**config.mk**
```make
export PLATFORM = sky130hd
export DESIGN_NAME = ids_idle_ctrl
export DESIGN_NICKNAME = d
export VERILOG_FILES = /design/src/logic/ids_pkg.sv /design/src/logic/ids_avs_slave.sv /design/src/logic/ids_idle_ctrl.sv /design/src/logic/ids_sleep_cell.sv
export SDC_FILE = /design/constraint.sdc
export NUM_CORES = 1
export LEC_CHECK = 0
export BUFFER_PORTS_ARGS = -buffer_cell sky130_fd_sc_hd__buf_2
export CAP_MARGIN = 20
export CORE_MARGIN = 5
export CORE_UTILIZATION = 52
export DETAILED_ROUTE_END_ITERATION = 6
export PLACE_DENSITY_LB_ADDON = 0.1
export SYNTH_ARGS = -nofsm -noshare
export SYNTH_HDL_FRONTEND = slang
export SYNTH_HIERARCHICAL = 1
export SYNTH_SLANG_ARGS = --single-unit
```
**constraint.sdc**
```tcl
create_clock -name ref_clk -period 2.33 [get_ports ref_clk]
set_input_delay 0.466 -clock ref_clk [delete_from_list [all_inputs] [get_ports ref_clk]]
set_output_delay 0.466 -clock ref_clk [all_outputs]
set_load 0.02 [all_outputs]
```
**src/logic/ids_pkg.sv**
```systemverilog
/*
  Shared constants and carrier types of the idle domain control block: register
  indices, field positions, reset values, event bits and the slave handshake states.
  Assumes a 32-bit Avalon-MM bus with byte addresses; register index = address / 4.
*/
package ids_pkg;

  localparam int unsigned IDS_ADDR_W   = 10;
  localparam int unsigned IDS_DATA_W   = 32;
  localparam int unsigned IDS_REG_W    = 16;
  localparam int unsigned IDS_DOM_N    = 9;
  localparam int unsigned IDS_UNIT_N   = 16;
  localparam int unsigned IDS_EV_N     = 3;

  // Register indices; the byte address is four times the index.
  localparam logic [7:0] IDS_IDX_CFG      = 8'h01;
  localparam logic [7:0] IDS_IDX_STATUS   = 8'h02;
  localparam logic [7:0] IDS_IDX_SELECT   = 8'h03;
  localparam logic [7:0] IDS_IDX_EVT_STAT = 8'h04;
  localparam logic [7:0] IDS_IDX_EVT_EN   = 8'h05;
  localparam logic [7:0] IDS_IDX_EVT_CLR  = 8'h06;

  // Field positions; bits 0 to 8 are shared by the control and the status register, bit 9 is control only.
  localparam int unsigned IDS_B_CORE   = 0;
  localparam int unsigned IDS_B_MASTER = 1;
  localparam int unsigned IDS_B_INSTR_CACHE = 2;
  localparam int unsigned IDS_B_UNITS  = 3;
  localparam int unsigned IDS_B_CLKGEN = 4;
  localparam int unsigned IDS_B_EXTMEM = 5;
  localparam int unsigned IDS_B_IOBUS  = 6;
  localparam int unsigned IDS_B_MBUS   = 7;
  localparam int unsigned IDS_B_FETCH  = 8;
  localparam int unsigned IDS_B_CLKEN  = 9;

  // Domains that must already be set to sleep before the clock generator may stop.
  localparam logic [15:0] IDS_CLK_REQ_MASK = 16'h01E7;
  localparam logic [15:0] IDS_CFG_MASK     = 16'h03FF;
  localparam logic [15:0] IDS_SELECT_MASK  = 16'h3FFF;
  localparam logic [15:0] IDS_CFG_RST      = 16'h0000;
  localparam logic [15:0] IDS_SELECT_RST   = 16'h0000;
  localparam logic [8:0]  IDS_STATUS_RST   = 9'h000;
  localparam logic [2:0]  IDS_EV_RST       = 3'h0;

  // Event bits of the interrupt status, enable and clear registers.
  localparam int unsigned IDS_EV_ENTER  = 0;
  localparam int unsigned IDS_EV_WAKE   = 1;
  localparam int unsigned IDS_EV_BUSERR = 2;

  typedef enum logic [1:0] {
    IDS_HS_IDLE = 2'b01,
    IDS_HS_ACK  = 2'b10
  } ids_hs_state_t;

  typedef struct packed {
    logic                  read;
    logic                  write;
    logic [IDS_ADDR_W-1:0] addr;
    logic [IDS_DATA_W-1:0] wdata;
    logic [3:0]            be;
  } ids_av_req_t;

  typedef struct packed {
    logic                 wr;
    logic [7:0]           idx;
    logic [IDS_REG_W-1:0] wdata;
    logic [1:0]           be;
  } ids_reg_acc_t;

endpackage : ids_pkg

```
**src/logic/ids_avs_slave.sv**
```systemverilog
/*
  Avalon-MM slave front end with waitrequest: every access answers after one wait cycle.
  Assumes the master holds its request until it samples waitrequest low.
*/
`timescale 1ns/100ps
module ids_avs_slave import ids_pkg::*; (
  input  wire logic                  ref_clk,
  input  wire logic                  rstn,
  input  wire ids_av_req_t           req_i,
  input  wire logic [IDS_REG_W-1:0]  rdata_i,
  output ids_reg_acc_t               acc_o,
  output logic [IDS_DATA_W-1:0]      readdata_q,
  output logic                       waitrequest_q
);

  ids_hs_state_t state_q;
  logic          req_on;

  assign req_on = req_i.read | req_i.write;

  always_ff @(posedge ref_clk or negedge rstn) begin
    if (!rstn) begin
      state_q <= IDS_HS_IDLE;
    end else begin
      case (state_q)
        IDS_HS_IDLE: begin
          if (req_on) begin
            state_q <= IDS_HS_ACK;
          end
        end
        IDS_HS_ACK: state_q <= IDS_HS_IDLE;
        default:    state_q <= IDS_HS_IDLE;
      endcase
    end
  end

  // Waitrequest is high at rest so that no request ever completes unseen.
  always_ff @(posedge ref_clk or negedge rstn) begin
    if (!rstn) begin
      waitrequest_q <= 1'b1;
    end else begin
      waitrequest_q <= !(state_q == IDS_HS_IDLE && req_on);
    end
  end

  always_ff @(posedge ref_clk or negedge rstn) begin
    if (!rstn) begin
      readdata_q <= '0;
    end else if (state_q == IDS_HS_IDLE && req_i.read) begin
      readdata_q <= {{(IDS_DATA_W-IDS_REG_W){1'b0}}, rdata_i};
    end
  end

  // The write lands at the edge where the master sees waitrequest low.
  always_comb begin
    acc_o.wr    = req_i.write && (state_q == IDS_HS_ACK);
    acc_o.idx   = req_i.addr[IDS_ADDR_W-1:2];
    acc_o.wdata = req_i.wdata[IDS_REG_W-1:0];
    acc_o.be    = req_i.be[1:0];
  end

endmodule : ids_avs_slave

```
**src/logic/ids_idle_ctrl.sv**
```systemverilog
/*
  Idle domain control and status: sleep control, per-unit select, domain status flags,
  clock-generator sequencing check and an event interrupt, behind an Avalon-MM slave.
  Assumes idle_exec and wake_req are single-cycle pulses from logic on ref_clk.
*/
// Operation
// - Master domain control bit idles DMA and host port.
// - Core control bit 0 idles the core.
// - Status bit 8 shows fetch bus asleep.
// - Status bit 7 shows master bus asleep.
// - Status bit 6 shows I/O space bus asleep.
// - Status bit 5 shows external memory asleep.
// - Status bit 4 shows clock generator stopped.
// - Status bit 3 shows peripheral domain asleep.
// - Status bit 2 shows instruction cache asleep.
// - Status bit 1 shows DMA and host port asleep.
// - Status bit 0 shows core asleep.
// - Status read-only, bits 15..9 zero, resets zero.
// - Peripheral idle sleeps only selected units.
// - Clock idle without other bits raises bus error.
// - Idle wakes sleeping units whose select is zero.
// - Peripheral bit zero: idle wakes every unit.
`timescale 1ns/100ps
module ids_idle_ctrl import ids_pkg::*; (
  input  wire logic                  ref_clk,
  input  wire logic                  rstn,
  input  wire logic [IDS_ADDR_W-1:0] avs_address,
  input  wire logic                  avs_read,
  input  wire logic                  avs_write,
  input  wire logic [IDS_DATA_W-1:0] avs_writedata,
  input  wire logic [3:0]            avs_byteenable,
  output logic      [IDS_DATA_W-1:0] avs_readdata,
  output logic                       avs_waitrequest,
  input  wire logic                  idle_exec,
  input  wire logic                  wake_req,
  output logic                       core_sleep,
  output logic                       master_domain_sleep,
  output logic                       instr_cache_sleep,
  output logic                       units_sleep,
  output logic                       clock_gen_sleep,
  output logic                       ext_memory_sleep,
  output logic                       io_space_bus_sleep,
  output logic                       master_bus_sleep,
  output logic                       fetch_bus_sleep,
  output logic      [IDS_UNIT_N-1:0] unit_sleep_vec,
  output logic                       bus_error_irq,
  output logic                       irq
);

  ids_av_req_t          av_req;
  ids_reg_acc_t         acc;
  logic [IDS_REG_W-1:0] rdata;
  logic [IDS_REG_W-1:0] cfg_q;
  logic [IDS_REG_W-1:0] select_q;
  logic [IDS_DOM_N-1:0] status_flags;
  logic [IDS_DOM_N-1:0] status_d;
  logic [IDS_UNIT_N-1:0] unit_flags;
  logic [IDS_UNIT_N-1:0] unit_d;
  logic [IDS_EV_N-1:0]  evt_stat_q;
  logic [IDS_EV_N-1:0]  evt_en_q;
  logic [IDS_EV_N-1:0]  evt_set;
  logic [IDS_EV_N-1:0]  evt_clr;
  logic [IDS_EV_N-1:0]  evt_stat_d;
  logic                 clk_seq_bad;
  logic                 enter;
  logic                 wake;
  logic                 load;
  logic                 any_asleep;

  always_comb begin
    av_req.read  = avs_read;
    av_req.write = avs_write;
    av_req.addr  = avs_address;
    av_req.wdata = avs_writedata;
    av_req.be    = avs_byteenable;
  end

  ids_avs_slave u_slave (
    .ref_clk       (ref_clk),
    .rstn          (rstn),
    .req_i         (av_req),
    .rdata_i       (rdata),
    .acc_o         (acc),
    .readdata_q    (avs_readdata),
    .waitrequest_q (avs_waitrequest)
  );

  function automatic logic [IDS_REG_W-1:0] be_merge(
    input logic [IDS_REG_W-1:0] old_v,
    input logic [IDS_REG_W-1:0] new_v,
    input logic [1:0]           be
  );
    logic [IDS_REG_W-1:0] r;
    r = old_v;
    if (be[0]) begin
      r[7:0] = new_v[7:0];
    end
    if (be[1]) begin
      r[15:8] = new_v[15:8];
    end
    return r;
  endfunction : be_merge

  // Sleep control register; bit 9 arms the clock generator stop.
  always_ff @(posedge ref_clk or negedge rstn) begin
    if (!rstn) begin
      cfg_q <= IDS_CFG_RST;
    end else if (acc.wr && acc.idx == IDS_IDX_CFG) begin
      cfg_q <= be_merge(cfg_q, acc.wdata, acc.be) & IDS_CFG_MASK;
    end
  end

  always_ff @(posedge ref_clk or negedge rstn) begin
    if (!rstn) begin
      select_q <= IDS_SELECT_RST;
    end else if (acc.wr && acc.idx == IDS_IDX_SELECT) begin
      select_q <= be_merge(select_q, acc.wdata, acc.be) & IDS_SELECT_MASK;
    end
  end

  // Stopping the clock with any domain other than the peripheral domain still awake would leave
  // that domain without a clock and unable to quiesce, so the idle is refused as a bus error.
  always_comb begin
    clk_seq_bad = cfg_q[IDS_B_CLKGEN] &&
                  (((cfg_q & IDS_CLK_REQ_MASK) != IDS_CLK_REQ_MASK) ||
                   !cfg_q[IDS_B_CLKEN]);
    enter       = idle_exec && !clk_seq_bad;
    any_asleep  = (status_flags != '0) || (unit_flags != '0);
    wake        = wake_req && !enter;
    load        = enter || wake;
  end

  // On idle every domain takes its control bit; a wake returns all to active.
  always_comb begin
    status_d = IDS_STATUS_RST;
    unit_d   = '0;
    if (enter) begin
      status_d[IDS_B_CORE]   = cfg_q[IDS_B_CORE];
      status_d[IDS_B_MASTER] = cfg_q[IDS_B_MASTER];
      status_d[IDS_B_INSTR_CACHE] = cfg_q[IDS_B_INSTR_CACHE];
      status_d[IDS_B_UNITS]  = cfg_q[IDS_B_UNITS];
      status_d[IDS_B_CLKGEN] = cfg_q[IDS_B_CLKGEN] && cfg_q[IDS_B_CLKEN];
      status_d[IDS_B_EXTMEM] = cfg_q[IDS_B_EXTMEM];
      status_d[IDS_B_IOBUS]  = cfg_q[IDS_B_IOBUS];
      status_d[IDS_B_MBUS]   = cfg_q[IDS_B_MBUS];
      status_d[IDS_B_FETCH]  = cfg_q[IDS_B_FETCH];
      if (cfg_q[IDS_B_UNITS]) begin
        unit_d = select_q;
      end else begin
        unit_d = '0;
      end
    end
  end

  ids_sleep_cell #(.W(IDS_DOM_N)) u_domains (
    .ref_clk (ref_clk),
    .rstn    (rstn),
    .load_i  (load),
    .val_i   (status_d),
    .flag_q  (status_flags)
  );

  ids_sleep_cell #(.W(IDS_UNIT_N)) u_units (
    .ref_clk (ref_clk),
    .rstn    (rstn),
    .load_i  (load),
    .val_i   (unit_d),
    .flag_q  (unit_flags)
  );

  // Domain gates come straight from the status flops, so status and gates never disagree.
  always_comb begin
    core_sleep          = status_flags[IDS_B_CORE];
    master_domain_sleep = status_flags[IDS_B_MASTER];
    instr_cache_sleep   = status_flags[IDS_B_INSTR_CACHE];
    units_sleep         = status_flags[IDS_B_UNITS];
    clock_gen_sleep     = status_flags[IDS_B_CLKGEN];
    ext_memory_sleep    = status_flags[IDS_B_EXTMEM];
    io_space_bus_sleep  = status_flags[IDS_B_IOBUS];
    master_bus_sleep    = status_flags[IDS_B_MBUS];
    fetch_bus_sleep     = status_flags[IDS_B_FETCH];
    unit_sleep_vec      = unit_flags;
  end

  always_comb begin
    evt_set                = '0;
    evt_set[IDS_EV_ENTER]  = enter;
    evt_set[IDS_EV_WAKE]   = wake && any_asleep;
    evt_set[IDS_EV_BUSERR] = idle_exec && clk_seq_bad;
    evt_clr = '0;
    if (acc.wr && acc.idx == IDS_IDX_EVT_CLR && acc.be[0]) begin
      evt_clr = acc.wdata[IDS_EV_N-1:0];
    end
    // A new event outranks a clear landing in the same cycle.
    evt_stat_d = (evt_stat_q & ~evt_clr) | evt_set;
  end

  always_ff @(posedge ref_clk or negedge rstn) begin
    if (!rstn) begin
      evt_stat_q <= IDS_EV_RST;
    end else begin
      evt_stat_q <= evt_stat_d;
    end
  end

  always_ff @(posedge ref_clk or negedge rstn) begin
    if (!rstn) begin
      evt_en_q <= IDS_EV_RST;
    end else if (acc.wr && acc.idx == IDS_IDX_EVT_EN && acc.be[0]) begin
      evt_en_q <= acc.wdata[IDS_EV_N-1:0];
    end
  end

  always_ff @(posedge ref_clk or negedge rstn) begin
    if (!rstn) begin
      irq <= 1'b0;
    end else begin
      irq <= |(evt_stat_d & evt_en_q);
    end
  end

  // A dedicated bus-error line, one cycle per refused idle, for the core's fault logic.
  always_ff @(posedge ref_clk or negedge rstn) begin
    if (!rstn) begin
      bus_error_irq <= 1'b0;
    end else begin
      bus_error_irq <= idle_exec && clk_seq_bad;
    end
  end

  // The status register has no write path at all; unmapped indices read zero.
  always_comb begin
    rdata = '0;
    case (acc.idx)
      IDS_IDX_CFG:      rdata = cfg_q;
      IDS_IDX_STATUS:   rdata = {7'h00, status_flags};
      IDS_IDX_SELECT:   rdata = select_q & IDS_SELECT_MASK;
      IDS_IDX_EVT_STAT: rdata = {13'h0000, evt_stat_q};
      IDS_IDX_EVT_EN:   rdata = {13'h0000, evt_en_q};
      default:          rdata = '0;
    endcase
  end

endmodule : ids_idle_ctrl

```
**src/logic/ids_sleep_cell.sv**
```systemverilog
/*
  A bank of sleep flags that load a new pattern on request and hold it otherwise.
  Assumes load and value come from logic on the same clock.
*/
`timescale 1ns/100ps
module ids_sleep_cell import ids_pkg::*; #(
  parameter int unsigned W = 1
) (
  input  wire logic         ref_clk,
  input  wire logic         rstn,
  input  wire logic         load_i,
  input  wire logic [W-1:0] val_i,
  output logic      [W-1:0] flag_q
);

  // A flag moves only when its domain is really put to sleep or woken.
  always_ff @(posedge ref_clk or negedge rstn) begin
    if (!rstn) begin
      flag_q <= '0;
    end else if (load_i) begin
      flag_q <= val_i;
    end
  end

endmodule : ids_sleep_cell

```
==> impl_metrics.ini <==
[clock_tree]
clk_latency_ns = 0.34
cts.path.max_buffers = 2
cts_hold_buf = 0
cts_setup_buffers = 0
h-tree-depth = 3
cts_buffers = 9
clk_pin_slew_ns = 0.08
cts_tree = yes
cts_root_buf = clkbuf_8
cts_num_sinks = 76
cts_resized = 0

[power]
p_per_area_nw_per_um2 = 639.1
leakagePower_nw = 2.439
ir_drop_uv = 470.1

[layout]
register_area_um2 = 1904
fin_area_um2 = 4390
layout_commonest_cell = dfrtp_1
final_util_pct = 60.86
fillCellCount = 643
layout_common_cells = dfrtp_1 (74), buf_2 (72), mux2_2 (38), mux2_4 (30), conb_1 (20)
nets = 415
diodes = 0
drive_gt1_share_pct = 50.54
area_growth_pct = 14.71
multiInputGateArea_um2 = 1605

[route]
drtAntennaViolNets = 0
drc = 0
via_per_inst = 5.206
num_vias = 2431
wl_per_cell_um = 17.22
drtPass1Iterations = 5
routed_wl_um = 8044
first_iter_violations = 161

[placed_design]
dp_slack_ns = -0.1395
place_area_um2 = 4188
hpwl_um = 5972
io_buffer_count = 73
gp_routability_congestion = 0.8229

[global_route]
antenna_found_initial = 0
grt_use_total_pct = 18.89
grt_overflow = 0
grt_pass1_vias = 2436
grt_max_degree = 45
grt_first_pass_wirelength_um = 12770

[floorplan]
start_util_pct = 53.05
core_um2 = 7214
die_height_um = 95.79
dieArea_um2 = 9176
num_rows = 31
ios = 112
die_w_um = 95.79

[synthesis]
avgSynthCellArea_um2 = 13.15
synth_cells = 291
ys_warn_count = 6
netlist_area_um2 = 3827

[worst_setup_path]
cp_slowest_cell = or4_4
crit_type = input port to flop
cp.arrival_ns = 2.33
crit_fanout = 4
slowest_delay_ns = 0.53
worst-path-buf-inv = 1
end_kind = flop
worstPathRequired_ns = 2.56
crit_chain = buf_2, or4_4, or3b_4, nor3_4, and3_4, mux2_2
worst_path_dominant_cell_family = simple AND/OR/NAND/NOR gates
crit_path_start_kind = input port

[run]
drv_cap = 0

[timing]
setup_viol = 0
final-hold-violation-count = 0
period_share_pct = 90.45
fmax_mhz = 474.5
fin_ws_ns = 0.2225
hold_slack_ns = 0.05667
rsz0062_at_grt = false
fin_setup_tns_ns = 0
fin_crit_ns = 2.107
clock_skew_ns = 0.004610
drv_slew = 0

[min_path]
hp-class = input port to async pin

[outcome]
status = finished, final reports clean
## per-stage QoR
step,cells,total power [mW]
CTS,467,2.842
finish,467,2.806
global route,467,2.932
floorplan,309,1.742
global placement,451,1.808
detailed placement,451,1.816
## power by group
group          internal (mW)  total (mW)  switching [mW]
clock network          0.551        1.02           0.471
logic                  0.152       0.367           0.215
registers               1.38        1.42          0.0333
total                   2.09        2.81           0.719
## path summary, 6_finish.rpt
path / start / end / slack, ns / cells after the start
max: avs_address[7] / cfg_q[8] / 0.22 / 6
min: rstn / u_slave/readdata_q[12] / 0.06 / 1
max reg2reg: u_domains/flag_q[4] / irq / 0.47 / 5
min reg2reg: u_slave/readdata_q[15] / u_slave/readdata_q[15] / 0.51 / 1
max in group asynchronous: rstn / select_q[2] / 1.69 / 2
min in group ref_clk: avs_write / u_slave/waitrequest_q / 0.33 / 2
## final cells by class
type                            instances  area share (%)
Sequential cell                        76           43.37
Multi-Input combinational cell        178           36.56
Timing Repair Buffer                   91           12.03
Clock buffer                           12           3.534
Tap cell                               99           2.821
Clock inverter                          4           1.083
Inverter                                7          0.5985
## metal layers
metal | vias to the layer above | GRT usage [%] | wire [um]
met4 | 0 | 5.806 | 95
met1 | 1202 | 26.87 | 3710
met3 | 7 | 5.629 | 505
met5 | - | 0 | 0
met2 | 85 | 27.85 | 3732
li1 | 1137 | - | -
## sequential cells by signal (all words and copies together) (netlist names)
signal / cells
bus_error_irq: 1
cfg_q: 10
evt_en_q: 3
evt_stat_q: 3
irq: 1
select_q: 14
u_domains/flag_q: 9
u_slave/readdata_q: 16
u_slave/state_q: 2
u_slave/waitrequest_q: 1
u_units/flag_q: 16
Note: power is estimated with default switching activity, not from simulation.
